[src/shared/hipc_pkg.sv]
// Purpose: Constants and types for the hub identity and power config bank.
// Assumes: Byte-wide configuration path, one core clock.
// Notes:   Register map, write request and identity types follow.
package hipc_pkg;

    // ==========================================================
    // Register map
    localparam logic [7:0] HIPC_VID_LO_ADDR  = 8'h00;
    localparam logic [7:0] HIPC_VID_HI_ADDR  = 8'h01;
    localparam logic [7:0] HIPC_PID_LO_ADDR  = 8'h02;
    localparam logic [7:0] HIPC_PID_HI_ADDR  = 8'h03;
    localparam logic [7:0] HIPC_REL_LO_ADDR  = 8'h04;
    localparam logic [7:0] HIPC_REL_HI_ADDR  = 8'h05;
    localparam logic [7:0] HIPC_CFG1_ADDR    = 8'h06;
    localparam logic [7:0] HIPC_CFG2_ADDR    = 8'h07;
    localparam logic [7:0] HIPC_RESET_VALUE  = 8'h00;
    localparam int         HIPC_PWR_SEL_BIT  = 7;
    localparam int         HIPC_DYN_BIT      = 7;
    localparam int         HIPC_DESC_BYTES   = 6;

    // Write request from the serial configuration engines.
    typedef struct packed {
        logic       valid;
        logic [7:0] addr;
        logic [7:0] data;
    } hipc_wr_t;

    // Assembled identity, low byte in bits 7:0 of each word.
    typedef struct packed {
        logic [15:0] vendor;
        logic [15:0] product;
        logic [15:0] release_bcd;
    } hipc_ident_t;

endpackage

[src/verilog/hipc_regs.sv]
// Purpose: Identity and power-select configuration bytes of the hub.
// Assumes: Writes arrive from the EEPROM loader or SMBus slave engine,
//          both in the core clock domain, one byte per request.
// Notes:   Descriptor bytes are read out by index, low byte first.
module hipc_regs
    import hipc_pkg::*;
(
    input  wire logic        I_REF_CLK,
    input  wire logic        I_NRST,
    input  wire logic        i_eeprom_wr,
    input  wire logic        i_smbus_wr,
    input  wire logic [7:0]  i_cfg_addr,
    input  wire logic [7:0]  i_cfg_wdata,
    input  wire logic        i_cfg_rd,
    input  wire logic        i_local_supply_sense_pin,
    input  wire logic [2:0]  i_desc_index,
    output logic [7:0]       o_cfg_rdata,
    output logic             o_cfg_rvalid,
    output logic             o_self_powered,
    output logic             o_release_bcd_ok,
    output logic [7:0]       o_desc_byte,
    output logic [47:0]      o_ident
);

    // ==========================================================
    // Register state
    logic [7:0]  vendor_code_low;
    logic [7:0]  vendor_code_high;
    logic [7:0]  product_code_low;
    logic [7:0]  product_code_high;
    logic [7:0]  release_bcd_low;
    logic [7:0]  release_bcd_high;
    logic [7:0]  hub_config_first_byte;
    logic [7:0]  hub_config_second_byte;
    logic [7:0]  next_vendor_code_low;
    logic [7:0]  next_vendor_code_high;
    logic [7:0]  next_product_code_low;
    logic [7:0]  next_product_code_high;
    logic [7:0]  next_release_bcd_low;
    logic [7:0]  next_release_bcd_high;
    logic [7:0]  next_cfg1;
    logic [7:0]  next_cfg2;
    hipc_wr_t    wr;
    hipc_ident_t ident;

    // Only the two serial configuration engines may write.
    always_comb begin
        wr.valid = i_eeprom_wr | i_smbus_wr;
        wr.addr  = i_cfg_addr;
        wr.data  = i_cfg_wdata;
    end

    function automatic logic hit(input hipc_wr_t w, input logic [7:0] a);
        hit = w.valid && (w.addr == a);
    endfunction

    function automatic logic bcd_ok(input logic [7:0] b);
        bcd_ok = (b[7:4] <= 4'h9) && (b[3:0] <= 4'h9);
    endfunction

    always_comb begin
        next_vendor_code_low   = vendor_code_low;
        next_vendor_code_high  = vendor_code_high;
        next_product_code_low  = product_code_low;
        next_product_code_high = product_code_high;
        next_release_bcd_low   = release_bcd_low;
        next_release_bcd_high  = release_bcd_high;
        next_cfg1              = hub_config_first_byte;
        next_cfg2              = hub_config_second_byte;
        if (hit(wr, HIPC_VID_LO_ADDR)) begin
            next_vendor_code_low = wr.data;
        end
        if (hit(wr, HIPC_VID_HI_ADDR)) begin
            next_vendor_code_high = wr.data;
        end
        if (hit(wr, HIPC_PID_LO_ADDR)) begin
            next_product_code_low = wr.data;
        end
        if (hit(wr, HIPC_PID_HI_ADDR)) begin
            next_product_code_high = wr.data;
        end
        if (hit(wr, HIPC_REL_LO_ADDR)) begin
            next_release_bcd_low = wr.data;
        end
        if (hit(wr, HIPC_REL_HI_ADDR)) begin
            next_release_bcd_high = wr.data;
        end
        if (hit(wr, HIPC_CFG1_ADDR)) begin
            next_cfg1 = wr.data;
        end
        if (hit(wr, HIPC_CFG2_ADDR)) begin
            next_cfg2 = wr.data;
        end
    end

    always_ff @(posedge I_REF_CLK or negedge I_NRST) begin
        if (!I_NRST) begin
            vendor_code_low        <= HIPC_RESET_VALUE;
            vendor_code_high       <= HIPC_RESET_VALUE;
            product_code_low       <= HIPC_RESET_VALUE;
            product_code_high      <= HIPC_RESET_VALUE;
            release_bcd_low        <= HIPC_RESET_VALUE;
            release_bcd_high       <= HIPC_RESET_VALUE;
            hub_config_first_byte  <= HIPC_RESET_VALUE;
            hub_config_second_byte <= HIPC_RESET_VALUE;
        end else begin
            vendor_code_low        <= next_vendor_code_low;
            vendor_code_high       <= next_vendor_code_high;
            product_code_low       <= next_product_code_low;
            product_code_high      <= next_product_code_high;
            release_bcd_low        <= next_release_bcd_low;
            release_bcd_high       <= next_release_bcd_high;
            hub_config_first_byte  <= next_cfg1;
            hub_config_second_byte <= next_cfg2;
        end
    end

    // ==========================================================
    // Power source, read-back and descriptor outputs
    logic        sense_s1;
    logic        sense_s2;
    logic        sense_s3;
    logic        sense_level;
    logic        next_sense_level;
    logic        next_self_powered;
    logic [7:0]  next_rdata;
    logic [7:0]  next_desc_byte;
    logic        power_source_select;
    logic        dyn_enable;

    // The sense pin is asynchronous; a change counts once stages two
    // and three agree, which also rejects single-cycle glitches.
    always_comb begin
        next_sense_level = sense_level;
        if (sense_s2 == sense_s3) begin
            next_sense_level = sense_s3;
        end
    end

    always_comb begin
        power_source_select = hub_config_first_byte[HIPC_PWR_SEL_BIT];
        dyn_enable          = hub_config_second_byte[HIPC_DYN_BIT];
        if (dyn_enable) begin
            next_self_powered = sense_level;
        end else begin
            next_self_powered = power_source_select;
        end
    end

    always_comb begin
        ident.vendor      = {vendor_code_high, vendor_code_low};
        ident.product     = {product_code_high, product_code_low};
        ident.release_bcd = {release_bcd_high, release_bcd_low};
    end

    // Descriptor order: vendor, product, release, each low byte first.
    always_comb begin
        case (i_desc_index)
            3'h0: next_desc_byte = vendor_code_low;
            3'h1: next_desc_byte = vendor_code_high;
            3'h2: next_desc_byte = product_code_low;
            3'h3: next_desc_byte = product_code_high;
            3'h4: next_desc_byte = release_bcd_low;
            3'h5: next_desc_byte = release_bcd_high;
            default: next_desc_byte = 8'h00;
        endcase
    end

    always_comb begin
        case (i_cfg_addr)
            HIPC_VID_LO_ADDR: next_rdata = vendor_code_low;
            HIPC_VID_HI_ADDR: next_rdata = vendor_code_high;
            HIPC_PID_LO_ADDR: next_rdata = product_code_low;
            HIPC_PID_HI_ADDR: next_rdata = product_code_high;
            HIPC_REL_LO_ADDR: next_rdata = release_bcd_low;
            HIPC_REL_HI_ADDR: next_rdata = release_bcd_high;
            HIPC_CFG1_ADDR:   next_rdata = hub_config_first_byte;
            HIPC_CFG2_ADDR:   next_rdata = hub_config_second_byte;
            default:          next_rdata = 8'h00;
        endcase
    end

    always_ff @(posedge I_REF_CLK or negedge I_NRST) begin
        if (!I_NRST) begin
            sense_s1         <= 1'b0;
            sense_s2         <= 1'b0;
            sense_s3         <= 1'b0;
            sense_level      <= 1'b0;
            o_self_powered   <= 1'b0;
            o_cfg_rdata      <= 8'h00;
            o_cfg_rvalid     <= 1'b0;
            o_desc_byte      <= 8'h00;
            o_ident          <= 48'h0;
            o_release_bcd_ok <= 1'b1;
        end else begin
            sense_s1         <= i_local_supply_sense_pin;
            sense_s2         <= sense_s1;
            sense_s3         <= sense_s2;
            sense_level      <= next_sense_level;
            o_self_powered   <= next_self_powered;
            o_cfg_rdata      <= i_cfg_rd ? next_rdata : 8'h00;
            o_cfg_rvalid     <= i_cfg_rd;
            o_desc_byte      <= next_desc_byte;
            o_ident          <= ident;
            // BCD is the loader's duty; this flag only reports it.
            o_release_bcd_ok <= bcd_ok(release_bcd_low)
                              && bcd_ok(release_bcd_high);
        end
    end
endmodule
[config.mk]
export PLATFORM = sky130hd
export DESIGN_NAME = hipc_regs
export DESIGN_NICKNAME = d
export VERILOG_FILES = /design/src/shared/hipc_pkg.sv /design/src/verilog/hipc_regs.sv
export SDC_FILE = /design/constraint.sdc
export NUM_CORES = 1
export LEC_CHECK = 0
export BUFFER_PORTS_ARGS = -buffer_cell sky130_fd_sc_hd__buf_2
export CAP_MARGIN = 20
export CORE_UTILIZATION = 45
export DETAILED_ROUTE_END_ITERATION = 12
export PLACE_DENSITY_LB_ADDON = 0.2
export SKIP_LAST_GASP = 1
export SLEW_MARGIN = 15
export SYNTH_ARGS = -nofsm -noshare
export SYNTH_HDL_FRONTEND = slang
export SYNTH_SLANG_ARGS = --single-unit
[constraint.sdc]
create_clock -name I_REF_CLK -period 1.5 [get_ports I_REF_CLK]
set_clock_uncertainty 0.05 [all_clocks]
set_input_delay 0.15 -clock I_REF_CLK [delete_from_list [all_inputs] [get_ports I_REF_CLK]]
set_output_delay 0.15 -clock I_REF_CLK [all_outputs]
set_load 0.005 [all_outputs]
==> results of run 1 <==
where the power goes:
group          leakage (nW)  internal [mW]  switching (mW)  total [mW]
logic                  1.40          0.353           0.346       0.699
clock network         0.296           2.87            1.49        4.36
registers              1.84           3.87           0.147        4.02
logic make-up after synthesis:
kind of cell    count (synthesis)
mux                           106
buf+inv                        19
compound gates                 36
fa+ha+maj                       1
flops                         135
simple gates                   39
layer usage:
layer / vias up / wire, um / GRT usage (%)
met5: - / 0 / 0
met4: 0 / 161 / 6.77
met3: 13 / 759 / 5.70
met2: 97 / 5750 / 33.3
met1: 1679 / 5390 / 31.0
li1: 1511 / - / -
state kept, by name, summed over array words and instances, names as in the netlist, 8 cells and up:
register	cells
product_code_low	8
vendor_code_low	8
o_ident	48
vendor_code_high	8
o_desc_byte	8
release_bcd_high	8
o_cfg_rdata	8
product_code_high	8
release_bcd_low	8
hub_config_first_byte	8
hub_config_second_byte	8
metrics by stage:
stage | instance area, um2 | total power, mW
after global routing | 6820 | 9.43
after detailed placement | 6150 | 4.78
after floorplan | 5300 | 4.37
after global placement | 6150 | 4.76
final | 6820 | 9.08
after CTS | 6820 | 9.17
cell type report:
class                           count  area [um2]
Fill cell                         896        4600
Sequential cell                   135        3380
Multi-Input combinational cell    182        1820
Timing Repair Buffer              128         793
Clock buffer                       21         460
Tap cell                          143         179
Clock inverter                     11         173
Inverter                            2        7.51
worst max path at each step:
stage               depth (start not counted)                              end           from
CTS                                         6  vendor_code_high[4]$_DFFE_PN0P_  i_cfg_addr[5]
detailed placement                          6  vendor_code_high[4]$_DFFE_PN0P_  i_cfg_addr[5]
global route                                6  vendor_code_high[4]$_DFFE_PN0P_  i_cfg_addr[5]
global placement                            6  vendor_code_high[2]$_DFFE_PN0P_  i_cfg_addr[5]
finish                                      6  vendor_code_high[4]$_DFFE_PN0P_  i_cfg_addr[5]
floorplan                                   5  release_bcd_high[0]$_DFFE_PN0P_  i_cfg_addr[5]
cell usage in the layout (no fill, tap or decap), types with 2 or more instances in the layout:
cell type	count
a22oi_1	12
a31oi_1	3
and4_1	2
buf_12	4
buf_2	90
buf_4	31
bufinv_16	4
clkbuf_1	2
clkbuf_16	17
clkbuf_8	2
clkinv_4	2
clkinvlp_4	4
dfrtp_1	134
dlygate4sd3_1	3
inv_1	2
mux2_2	68
mux2_4	2
mux2i_1	26
mux4_2	10
nand2_1	4
nand2b_1	3
nor2_1	14
nor3b_2	2
o21ai_0	5
o221ai_1	3
o22ai_1	12
==> results by group, run 1 <==
Status
  – Outcome: complete, no violations

Floorplanning
  – Die Y: 110 um
  – Rows: 39
  – Core Box Area: 11400 um2
  – Full die area: 12200 um2
  – Initial Utilization: 46.2%
  – Ports: 92
  – Die X: 110 um

Worst setup path
  – Required @ worst endpoint: 1740 ps
  – CP arrival: 1630 ps
  – Cells along the critical path: buf_2, or4_4, nor2_4, buf_4, nand3b_2, mux2_2
  – CP Max Fanout: 8
  – Cell family with most CP delay: simple AND/OR/NAND/NOR gates
  – Largest stage delay on the critical path: 570 ps
  – R2R setup slack: 160 ps
  – Critical path type: in2reg
  – Slowest CP cell: or4_4
  – R2R Path Start: product_code_high[7]$_DFFE_PN0P_
  – Reg2reg end: o_cfg_rdata[7]$_DFF_PN0_
  – WP buf/inv: 2
  – Crit path capture type: flop
  – CP startpoint kind: primary input
  – Worst r2r path cells: 3

GRT
  – Vias in the first global route: 3349
  – GRT Total Usage: 21.9%
  – Initial antenna violation count: 0
  – First-pass GRT wire length: 19000 um
  – Gr ovfl total: 0
  – Pin count of the biggest net entering global routing: 52

STA
  – Max-slew violation count: 0
  – Hold Violations, Final: 0
  – Slew HR: 67.3%
  – Hold Worst Slack: 53.9 ps
  – Fin crit period: 1390 ps
  – Setup violations, final: 0
  – RSZ-0062 raised after global routing: false
  – Final Cycle Share: 92.9%
  – Setup TNS Final: 0 ps
  – Final worst setup slack: 106 ps
  – FMAX: 718 MHz
  – Worst-margin pin slew: 490 ps

Synthesis
  – Seq/Total Area, Yosys: 64.1%
  – Post-synthesis register bit count: 135
  – Simple-Gate Fraction of Synth Area: 5.22%
  – Mean post-synth cell area: 15.7 um2
  – Synthesis warning total: 0
  – Post-synth top cells: 134 x dfrtp_1, 68 x mux2_2, 26 x mux2i_1
  – Leading area contributor after synthesis: dfrtp_1
  – Post-synth EDFFs: 0
  – Net Count, Synth: 361
  – Post-synthesis mux area share: 24.1%
  – Top cells by area, synth: dfrtp_1 64%, mux2_2 15%, mux2i_1 4.9%
  – Cell with the most instances after synthesis: dfrtp_1
  – Count of different cell masters after synthesis: 39
  – Top cell type's share of synthesized area: 63.6%
  – Fraction of the mapped netlist area in compound gates: 4.65%
  – Synth Area in Adders: 0.190%
  – Post-Synth XOR/XNOR Area: 0%
  – Main combinational cell family by area after synthesis: multiplexers
  – Mapped cell area: 5280 um2
  – Cells after Synth: 336
  – Ys flop type: dfrtp_1
  – Async set or reset register ratio after synthesis: 100%

Drt
  – Post-route ant nets: 0
  – Vias per inst: 5.31
  – Initial DRC count: 232
  – Via count: 3300
  – Final wirelength: 12100 um
  – Drt drc: 0
  – Drt wl/cell: 19.4 um
  – First-pass iteration count of the detailed router: 6

Hold path
  – Worst Hold Depth: 2
  – Worst Hold Launch: i_cfg_wdata[1]
  – Worst Hold End: release_bcd_low[1]$_DFFE_PN0P_
  – Hold WC Path Type: in2reg

Cells and area
  – Ant. Diodes: 0
  – Finished Layout Cells: 622
  – Share of layout cells above drive strength 1: 51.6%
  – Fin nets: 491
  – Fin util: 59.7%
  – Area delta synth->final: 29.2%

Clock tree
  – CTS tree: yes
  – CTS Hold Bufs: 3
  – Clock Pin Slew Worst Setup and Hold Paths: 60 ps
  – Number of CTS-inserted buffers: 17
  – Root Driver: clkbuf_16
  – PostCTS Resize Cnt: 0
  – Sink Count: 135
  – Clock Latency Late Sink: 410 ps
  – Setup Buffers After CTS: 0
  – CTS H-tree depth: 4
  – Maximum clock insertion buffer count: 2

Place
  – PortBufs: 91
  – Post-DP HPWL: 8610 um
  – Dpl cells: 587
  – Global placement routability congestion: 0.781
  – DP Worst Slack: -324 ps

Power and ir drop
  – Pwr/cell area: 1330 nW/um2
  – Static Leak: 3.53 nW
  – VDD IR max: 0.688 mV

Job
  – Max-Cap Viols: 0
(Power assumes the default switching activity.)
==> run 2: changes to the inputs <==
Settings changed: CTS_BUF_LIST set to sky130_fd_sc_hd__clkbuf_16, PLACE_DENSITY set to 0.66, PLACE_DENSITY_LB_ADDON 0.2 to unset.
==> results by group, run 2 (same netlist as run 1, synthesis figures left out) <==
Status
  – Outcome: complete, no violations

Drt
  – Vias per inst: 5.38
  – Via count: 3333
  – Final wirelength: 11800 um
  – Drt wl/cell: 19.0 um
  – Drt drc: 0
  – Initial DRC count: 165
  – First-pass iteration count of the detailed router: 4
  – Post-route ant nets: 0

Worst setup path
  – Required @ worst endpoint: 1750 ps
  – CP Max Fanout: 8
  – Critical path type: in2reg
  – CP arrival: 1650 ps
  – CP startpoint kind: primary input
  – R2R setup slack: 200 ps
  – R2R Path Start: product_code_high[6]$_DFFE_PN0P_
  – Reg2reg end: o_cfg_rdata[6]$_DFF_PN0_
  – Crit path capture type: flop
  – Worst r2r path cells: 3

GRT
  – Vias in the first global route: 3317
  – First-pass GRT wire length: 18400 um
  – Pin count of the biggest net entering global routing: 86
  – GRT Total Usage: 21.3%
  – Initial antenna violation count: 0
  – Gr ovfl total: 0

Cells and area
  – Largest register by flop count: o_ident
  – Fin nets: 489
  – Share of layout cells above drive strength 1: 51.2%
  – Filler cells: 899
  – Most frequent cells in the layout: 134 x dfrtp_1, 90 x buf_2, 68 x mux2_2, 29 x buf_4, 26 x mux2i_1
  – Ant. Diodes: 0
  – Max FFs per register: 48
  – Commonest non-fill, non-tap cell in the layout: dfrtp_1
  – Design area: 6830 um2
  – Area delta synth->final: 29.4%

Clock tree
  – Setup Buffers After CTS: 0
  – PostCTS Resize Cnt: 0
  – CTS tree: yes
  – Maximum clock insertion buffer count: 2
  – CTS Hold Bufs: 3
  – Root Driver: clkbuf_16
  – Number of CTS-inserted buffers: 17
  – CTS H-tree depth: 4
  – Clock Pin Slew Worst Setup and Hold Paths: 60 ps
  – Clock Latency Late Sink: 420 ps
  – Sink Count: 135

Floorplanning
  – Ports: 92
  – Full die area: 12200 um2
  – Initial Utilization: 46.2%
  – Rows: 39
  – Die Y: 110 um
  – Core Box Area: 11400 um2
  – Die X: 110 um

Power and ir drop
  – Pwr/cell area: 1360 nW/um2
  – Seq pwr share: 43.2%
  – VDD IR max: 0.698 mV
  – Gate power share: 7.4%
  – NetSw: 1.98 mW
  – Clock share of power: 49.3%
  – Static Leak: 3.54 nW
  – Switching Share: 21.3%
  – Int Power: 7.31 mW

Place
  – DP Area: 6140 um2
  – PortBufs: 91
  – Post-DP HPWL: 8120 um
  – Global placement routability congestion: 0.779

STA
  – Worst-margin pin slew: 625 ps
  – Setup violations, final: 0
  – RSZ-0062 raised after global routing: false
  – Slew HR: 58.3%
  – FMAX: 713 MHz
  – Setup TNS Final: 0 ps
  – Fin crit period: 1400 ps
  – Final Cycle Share: 93.5%
  – Max-slew violation count: 0
  – Hold Violations, Final: 0

Hold path
  – Worst Hold Launch: i_cfg_wdata[4]
  – Worst Hold Depth: 2
  – Worst Hold End: vendor_code_low[4]$_DFFE_PN0P_
  – Hold WC Path Type: in2reg

Job
  – Max-Cap Viols: 0
run 2: changes by cell type in the layout (fill, tap and decap cells not counted), sizes merged:
cell and change:
bufinv +2, buf -2, clkinv +3, clkinvlp -1, clkbuf -4
run 2: through the flow:
stage	hold slack (ps)	cells	utilization (%)	worst slack, ps	power [mW]
after global placement	172	585	53.7	-288	4.74
final	46.8	620	59.8	97.0	9.29
after detailed placement	173	585	53.7	-352	4.76
after floorplan	-196	336	-	-102	4.37
after global routing	43.5	620	59.8	58.6	9.64
after CTS	40.1	620	59.8	84.9	9.37
run 2: area by class of cell:
| class | count | area, um2 | share of cell area, % |
|---|---|---|---|
| timing repair buffer | 126 | 778 | 11.4 |
| tap | 143 | 179 | 2.62 |
| multi-input combinational | 182 | 1820 | 26.7 |
| inverter | 2 | 7.51 | 0.110 |
| clock buffer | 17 | 425 | 6.23 |
| sequential | 135 | 3380 | 49.5 |
| clock inverter | 15 | 233 | 3.41 |
run 2: worst max path at each step:
stage                                                  to           from  slack [ps]  cells after the start
after floorplan           release_bcd_high[0]$_DFFE_PN0P_  i_cfg_addr[5]        -100                      5
after global placement    release_bcd_high[7]$_DFFE_PN0P_  i_cfg_addr[5]        -290                      6
after detailed placement  vendor_code_high[6]$_DFFE_PN0P_  i_cfg_addr[5]        -350                      6
after CTS                 vendor_code_high[6]$_DFFE_PN0P_  i_cfg_addr[5]          80                      6
after global routing      vendor_code_high[3]$_DFFE_PN0P_  i_cfg_addr[5]          60                      6
final                     release_bcd_high[2]$_DFFE_PN0P_  i_cfg_addr[5]         100                      6
run 2: critical path, cell delays in order:
cell	delay, ps
buf_2	110
or4_4	570
nor2_4	130
and3_1	220
buf_12	140
mux2_2	330
run 2: power by group through the flow:
stage / Combinational, mW / Clock [mW] / Sequential [mW]
after floorplan: 0.318 / 0 / 4.05
after global placement: 0.674 / 0 / 4.07
after detailed placement: 0.690 / 0 / 4.07
after CTS: 0.702 / 4.65 / 4.01
after global routing: 0.762 / 4.84 / 4.04
final: 0.690 / 4.58 / 4.02
run 2: routing by layer:
metal / share of wire [%] / GRT usage (%) / vias to the layer above / wire length, um
li1: - / - / 1497 / -
met1: 46 / 29.9 / 1702 / 5350
met2: 47 / 31.0 / 111 / 5510
met3: 5.6 / 6.41 / 23 / 657
met4: 2.0 / 8.65 / 0 / 232
met5: 0 / 0 / - / 0
